--- src/pkg/bfs_pkg.sv ---
`default_nettype none
package bfs_pkg;
  // ****************************************
  // frequency select codes
  // ****************************************
  localparam logic [1:0] BFS_CODE_133MHZ = 2'h3;
  localparam logic [1:0] BFS_CODE_RSVD0 = 2'h0;
  localparam logic [1:0] BFS_CODE_RSVD1 = 2'h1;
  localparam logic [1:0] BFS_CODE_RSVD2 = 2'h2;
  localparam logic [1:0] BFS_RESET_CODE = BFS_CODE_RSVD0;
  // ****************************************
  // power-up timing
  // ****************************************
  localparam int BFS_CLK_MHZ = 200;
  localparam int BFS_SETTLE_NS = 100;
  localparam int BFS_SETTLE_CYC_RAW = (BFS_SETTLE_NS * BFS_CLK_MHZ + 999) / 1000;
  localparam int BFS_SETTLE_CYC = (BFS_SETTLE_CYC_RAW < 1) ? 1 : BFS_SETTLE_CYC_RAW;
  localparam logic [7:0] BFS_SETTLE_CNT = BFS_SETTLE_CYC[7:0];
  typedef enum logic [1:0]
  {
    BFS_ST_OFF = 2'b00,
    BFS_ST_SETTLE = 2'b01,
    BFS_ST_GOOD = 2'b10
  } bfs_state_t;
endpackage
`default_nettype wire

--- src/logic/bfs_bus_freq_select.sv ---
`timescale 1ns/1ps
`default_nettype none
module bfs_bus_freq_select
  import bfs_pkg::*;
(
  input wire logic sys_clk_in,
  input wire logic srst_in,
  input wire logic supply_ok_in,
  output logic [1:0] bus_freq_select_out,
  output logic [1:0] bus_freq_select_oe_out,
  output logic termination_power_good_out
);
  import bfs_pkg::*;

  // ****************************************
  // supply level synchroniser
  // ****************************************
  logic sup_meta_q;
  logic sup_sync_q;
  always_ff @(posedge sys_clk_in)
  begin
    if (srst_in)
    begin
      sup_meta_q <= 1'b0;
      sup_sync_q <= 1'b0;
    end
    else
    begin
      sup_meta_q <= supply_ok_in;
      sup_sync_q <= sup_meta_q;
    end
  end

  // ****************************************
  // power-up sequencer
  // ****************************************
  bfs_state_t state_q;
  logic [7:0] cnt_q;
  always_ff @(posedge sys_clk_in)
  begin
    if (srst_in)
    begin
      state_q <= BFS_ST_OFF;
      cnt_q <= 8'h00;
    end
    else if (!sup_sync_q)
    begin
      state_q <= BFS_ST_OFF;
      cnt_q <= 8'h00;
    end
    else
    begin
      case (state_q)
        BFS_ST_OFF:
        begin
          state_q <= BFS_ST_SETTLE;
          cnt_q <= 8'h00;
        end
        BFS_ST_SETTLE:
        begin
          // pins must settle before power-good, so a count not a single edge
          if (cnt_q == BFS_SETTLE_CNT - 8'h01)
          begin
            state_q <= BFS_ST_GOOD;
          end
          cnt_q <= cnt_q + 8'h01;
        end
        default:
        begin
          state_q <= BFS_ST_GOOD;
        end
      endcase
    end
  end

  // ****************************************
  // pin drivers
  // ****************************************
  // open drain: a one is released to the pull-up, a zero is pulled down
  // data side tied low so nothing can push a pin above the pull-up rail
  always_ff @(posedge sys_clk_in)
  begin
    if (srst_in)
    begin
      bus_freq_select_out <= 2'h0;
    end
    else
    begin
      bus_freq_select_out <= 2'h0;
    end
  end

  // code fixed one cycle after the sequencer enters settle; only the reset value is transient
  always_ff @(posedge sys_clk_in)
  begin
    if (srst_in)
    begin
      bus_freq_select_oe_out <= ~BFS_RESET_CODE;
    end
    else if (state_q == BFS_ST_OFF)
    begin
      bus_freq_select_oe_out <= ~BFS_RESET_CODE;
    end
    else
    begin
      bus_freq_select_oe_out <= ~BFS_CODE_133MHZ;
    end
  end

  // ****************************************
  // power-good output
  // ****************************************
  // registered from the state, so it trails the code by the whole settle window
  always_ff @(posedge sys_clk_in)
  begin
    if (srst_in)
    begin
      termination_power_good_out <= 1'b0;
    end
    else
    begin
      termination_power_good_out <= (state_q == BFS_ST_GOOD);
    end
  end

  // ****************************************
  // check helpers
  // ****************************************
  // cycles the final code has stood on the pins; saturates rather than wrapping
  logic [7:0] chk_final_cnt_q;
  always_ff @(posedge sys_clk_in)
  begin
    if (srst_in)
    begin
      chk_final_cnt_q <= 8'h00;
    end
    else if (bus_freq_select_oe_out != ~BFS_CODE_133MHZ)
    begin
      chk_final_cnt_q <= 8'h00;
    end
    else if (chk_final_cnt_q != 8'hff)
    begin
      chk_final_cnt_q <= chk_final_cnt_q + 8'h01;
    end
  end

  // ****************************************
  // checks
  // ****************************************
  // pin values
  a_od_low_only: assert property (@(posedge sys_clk_in) disable iff (srst_in)
    bus_freq_select_out == 2'h0)
    else $error("open-drain pin driven high");
  a_code_legal: assert property (@(posedge sys_clk_in) disable iff (srst_in)
    bus_freq_select_oe_out == ~BFS_RESET_CODE || bus_freq_select_oe_out == ~BFS_CODE_133MHZ)
    else $error("unexpected reserved code on the pins");
  a_reset_pins: assert property (@(posedge sys_clk_in)
    srst_in |=> bus_freq_select_oe_out == ~BFS_RESET_CODE && !termination_power_good_out)
    else $error("reset did not return pins to the reset code");
  a_off_reserved: assert property (@(posedge sys_clk_in) disable iff (srst_in)
    state_q == BFS_ST_OFF |=> bus_freq_select_oe_out == ~BFS_RESET_CODE)
    else $error("code driven while supply is off");
  a_supply_cut_oe: assert property (@(posedge sys_clk_in) disable iff (srst_in)
    !sup_sync_q |=> ##1 bus_freq_select_oe_out == ~BFS_RESET_CODE)
    else $error("code kept after supply loss");
  a_code_133_set: assert property (@(posedge sys_clk_in) disable iff (srst_in)
    (state_q == BFS_ST_SETTLE) |=> bus_freq_select_oe_out == 2'h0)
    else $error("133 MHz code not driven while settling");

  // power-good against the code
  a_good_code_final: assert property (@(posedge sys_clk_in) disable iff (srst_in)
    termination_power_good_out |-> bus_freq_select_oe_out == 2'h0)
    else $error("power-good high while code not 133 MHz");
  a_code_stable_pg: assert property (@(posedge sys_clk_in) disable iff (srst_in)
    $rose(termination_power_good_out) |-> $stable(bus_freq_select_oe_out))
    else $error("code changed at power-good rise");
  a_code_held_good: assert property (@(posedge sys_clk_in) disable iff (srst_in)
    termination_power_good_out && $past(termination_power_good_out) |-> $stable(bus_freq_select_oe_out))
    else $error("code moved while power-good high");
  a_pg_after_settle: assert property (@(posedge sys_clk_in) disable iff (srst_in)
    $rose(termination_power_good_out) |-> chk_final_cnt_q >= BFS_SETTLE_CNT)
    else $error("power-good rose before the code settled");
  a_pg_settle_time: assert property (@(posedge sys_clk_in) disable iff (srst_in)
    $rose(termination_power_good_out) |-> $past(state_q == BFS_ST_SETTLE, 2))
    else $error("power-good without settling");
  a_pg_drops_supply: assert property (@(posedge sys_clk_in) disable iff (srst_in)
    !sup_sync_q |=> ##1 !termination_power_good_out)
    else $error("power-good held without supply");

  // sequencer internals
  a_pg_from_good: assert property (@(posedge sys_clk_in) disable iff (srst_in)
    termination_power_good_out |-> $past(state_q == BFS_ST_GOOD))
    else $error("power-good without the good state");
  a_settle_count: assert property (@(posedge sys_clk_in) disable iff (srst_in)
    state_q == BFS_ST_SETTLE |-> cnt_q < BFS_SETTLE_CNT)
    else $error("settle counter overran");
  a_state_needs_supply: assert property (@(posedge sys_clk_in) disable iff (srst_in)
    state_q != BFS_ST_OFF |-> $past(sup_sync_q))
    else $error("sequencer left off without supply");

  // ****************************************
  // cover points
  // ****************************************
  c_power_up: cover property (@(posedge sys_clk_in) disable iff (srst_in)
    $rose(termination_power_good_out));
  c_power_drop: cover property (@(posedge sys_clk_in) disable iff (srst_in)
    $fell(termination_power_good_out));
  c_settle: cover property (@(posedge sys_clk_in) disable iff (srst_in)
    state_q == BFS_ST_SETTLE);
  c_settle_done: cover property (@(posedge sys_clk_in) disable iff (srst_in)
    state_q == BFS_ST_SETTLE ##1 state_q == BFS_ST_GOOD);
  c_reset_mid: cover property (@(posedge sys_clk_in)
    termination_power_good_out && srst_in);
endmodule
`default_nettype wire

--- config.mk ---
export PLATFORM = sky130hd
export DESIGN_NAME = bfs_bus_freq_select
export DESIGN_NICKNAME = d
export VERILOG_FILES = /design/src/pkg/bfs_pkg.sv /design/src/logic/bfs_bus_freq_select.sv
export SDC_FILE = /design/constraint.sdc
export NUM_CORES = 1
export LEC_CHECK = 0
export ABC_AREA = 1
export BUFFER_PORTS_ARGS = -buffer_cell sky130_fd_sc_hd__buf_2
export CAP_MARGIN = 20
export CORE_UTILIZATION = 40
export DETAILED_ROUTE_END_ITERATION = 8
export GPL_ROUTABILITY_DRIVEN = 0
export SYNTH_ARGS = -nofsm -noshare
export SYNTH_HDL_FRONTEND = slang
export SYNTH_SLANG_ARGS = --single-unit
--- constraint.sdc ---
create_clock -name sys_clk_in -period 1.2 [get_ports sys_clk_in]
set_input_delay 0.12 -clock sys_clk_in [delete_from_list [all_inputs] [get_ports sys_clk_in]]
set_output_delay 0.12 -clock sys_clk_in [all_outputs]
set_load 0.005 [all_outputs]
==> results.ini <==
[status]
outcome=completed

[pwr]
pwr-share-seq_pct=63.3
p_total_mw=0.7445
p_comb_share_pct=2.1
power.density_nw_per_um2=1029
power_switching_mw=0.1537
vdd.ir_drop.worst_mv=0.6736
switching_share_pct=20.64
intPower_mw=0.5908
pwr-share-clk_pct=34.6
leakage_nw=0.3078

[critical_path]
critical_path_class=flop to flop
required_ps=1380
end_kind=flop
path_max_fanout=4
crit_arrival_ps=1260
cp-start-kind=flop

[synthesis]
yosys_warnings=0
synthFlopType=dfxtp_1
synth_edf_count=0
syn_avg_cell_area_sq_um=7.358
synth_top_area_share_pct=41.40
synth_cell_type_count=19
yosys_register_bits=14
async_flop_share_pct=0
yosysSeqAreaShare_pct=41.40
syn_inst=92
synth_top_area_cell=dfxtp_1
synthTopCellsByArea=dfxtp_1 41%, nand2_1 8.9%, nor2_1 8.3%
syn-cell-area_sq_um=676.9

[routing]
drc=0
drtIter0Drc=7
detail-route-antenna-nets=0
dr.pass1.iters=4
wl_um=1088
vias=535
vias_per_cell=4.693
wl_per_cell_um=9.544

[global_routing]
grt_pass1_vias=455
busiest_layer=met2
grt_antenna_before_repair=0
overflow=0
grt_use_total_pct=14.34
grt_pass1_wl_um=1966
grt_use_met2_pct=21.19
grt_max_degree=12
met1_usage_pct=18.13
grtUsageMet3_pct=6.383

[floorplan]
num_rows=14
dieWidth_um=43.14
coreArea_sq_um=1541
top_level_ports=8
dieArea_sq_um=1861
initial_core_util_pct=43.91
die_y_um=43.14

[timing]
tns_ps=0
period_share_pct=90.51
fin_skew_ps=4.723
hold_violations=0
finalSetupViolCount=0
fmax_mhz=920.7
rsz0062_at_grt=no
finalCriticalPeriod_ps=1086
drv_slew=0

[clock_network]
cts_hold_buf=0
clk_latency_ps=270
clock-root-buffer=clkbuf_4
clk_pin_slew_ps=80
cts_max_level=1
cts_tree=built
numCtsBuffers=3
cts_sinks=14
clockBufferDepth=2

[cells_and_area]
post_route_cells_drive_above_1_share_pct=24.49
antenna_cells=0
instances_no_fill=114
syn2layout_area_growth_pct=6.839
fillerInstances=175
design_area_sq_um=723.2
nets=105

[flow_run]
max_cap_viol_count=0

[placement]
io_buffer_count=5
dp_cells=111
dpl_cell_area_sq_um=699.4
hpwl_um=857.2

[worst_hold_path]
min-delay-path-class=input pin to flop

[cells in the final DEF, fill, tap and decap left out]
cell type,n
nor2_1,15
or2_1,1
buf_2,5
xor2_1,2
dfxtp_1,13
nand2_1,16
nor2_2,6
nand3_2,1
nand2_2,4
nand2_4,1
inv_1,11
ha_1,2
buf_4,1
inv_2,1
a21oi_1,4
clkinv_2,1
dfxtp_2,1
conb_1,2
nand3_1,7
clkbuf_4,3
nor3_1,1
[repair_timing]
action	CTS	global route
endpoints found under the setup margin	0	2
buffers inserted	0	0
resized for setup	0	1
[power by group through the flow]
stage                     Combinational (mW)  Clock (mW)  Sequential [mW]
after global placement                0.0152           0            0.482
after floorplan                       0.0141           0            0.482
after global routing                  0.0181       0.296            0.472
after CTS                             0.0156       0.270            0.472
after detailed placement              0.0155           0            0.483
final                                 0.0154       0.258            0.471
[flip-flops by register name (all words and copies together) (netlist names)]
signal / cells
bus_freq_select_oe_out: 1
sup_meta_q: 1
termination_power_good_out: 1
sup_sync_q: 1
cnt_q: 8
state_q: 2
[worst paths after layout]
check / startpoint / endpoint / slack (ps) / cells after the start
worst max-delay path: cnt_q[0] / cnt_q[6] / 110 / 6
worst min-delay path: supply_ok_in / sup_meta_q / 50 / 3
worst max register to register: cnt_q[0] / cnt_q[6] / 110 / 6
worst min register to register: sup_meta_q / sup_sync_q / 410 / 2
[logic make-up (layout without fill, tap and decap cells)]
family                     Yosys count  count (layout)  synth area share [%]
and+or+nand+nor                     52              52                 36.41
buffers and inverters               17              22                 12.38
DFF                                 14              14                 41.40
AOI/OAI and AO/OA                    4               4                 2.958
adders and majority gates            2               2                 3.696
xor gates and xnor gates             2               2                 2.588
other                                1               2                0.5540
[cell usage after synthesis (2+ instances only)]
cell / n
nand3_1: 7
nor2_2: 6
inv_1: 11
nor2_1: 15
nand2_2: 4
buf_4: 3
a21oi_1: 4
xor2_1: 2
dfxtp_1: 14
ha_1: 2
nand2_1: 16
[layer usage]
metal	part of all wire [%]	routed length [um]	up-vias
met5	0	0	-
met4	0.83	9	0
met3	4.7	51	2
li1	-	-	285
met2	46	496	11
met1	49	530	237
[through the flow]
stage / hold slack (ps) / util [%] / setup slack, ps
global placement: 325.1 / 45.37 / 132.8
CTS: 39.40 / 46.83 / 77.87
floorplan: 191.2 / - / 147.5
detailed placement: 330.8 / 45.37 / 88.38
finish: 47.34 / 46.92 / 113.9
global route: 35.14 / 46.92 / 2.503
[critical path, stage by stage, from the launching register on]
cell	delay, ps
dfxtp_1	410
ha_1	210
nand3_1	80
nor2_1	130
nand2_1	60
nand2_1	70
nor2_2	30
[cell type report]
| class | count | area (sq um) | area share (%) |
|---|---|---|---|
| Sequential cell | 14 | 281.5 | 38.93 |
| Inverter | 13 | 50.05 | 6.920 |
| Clock buffer | 3 | 22.52 | 3.114 |
| Multi-Input combinational cell | 62 | 316.6 | 43.77 |
| Tap cell | 16 | 20.02 | 2.768 |
| Timing Repair Buffer | 6 | 32.53 | 4.498 |
No activity file was read; power rests on OpenSTA's default activity.
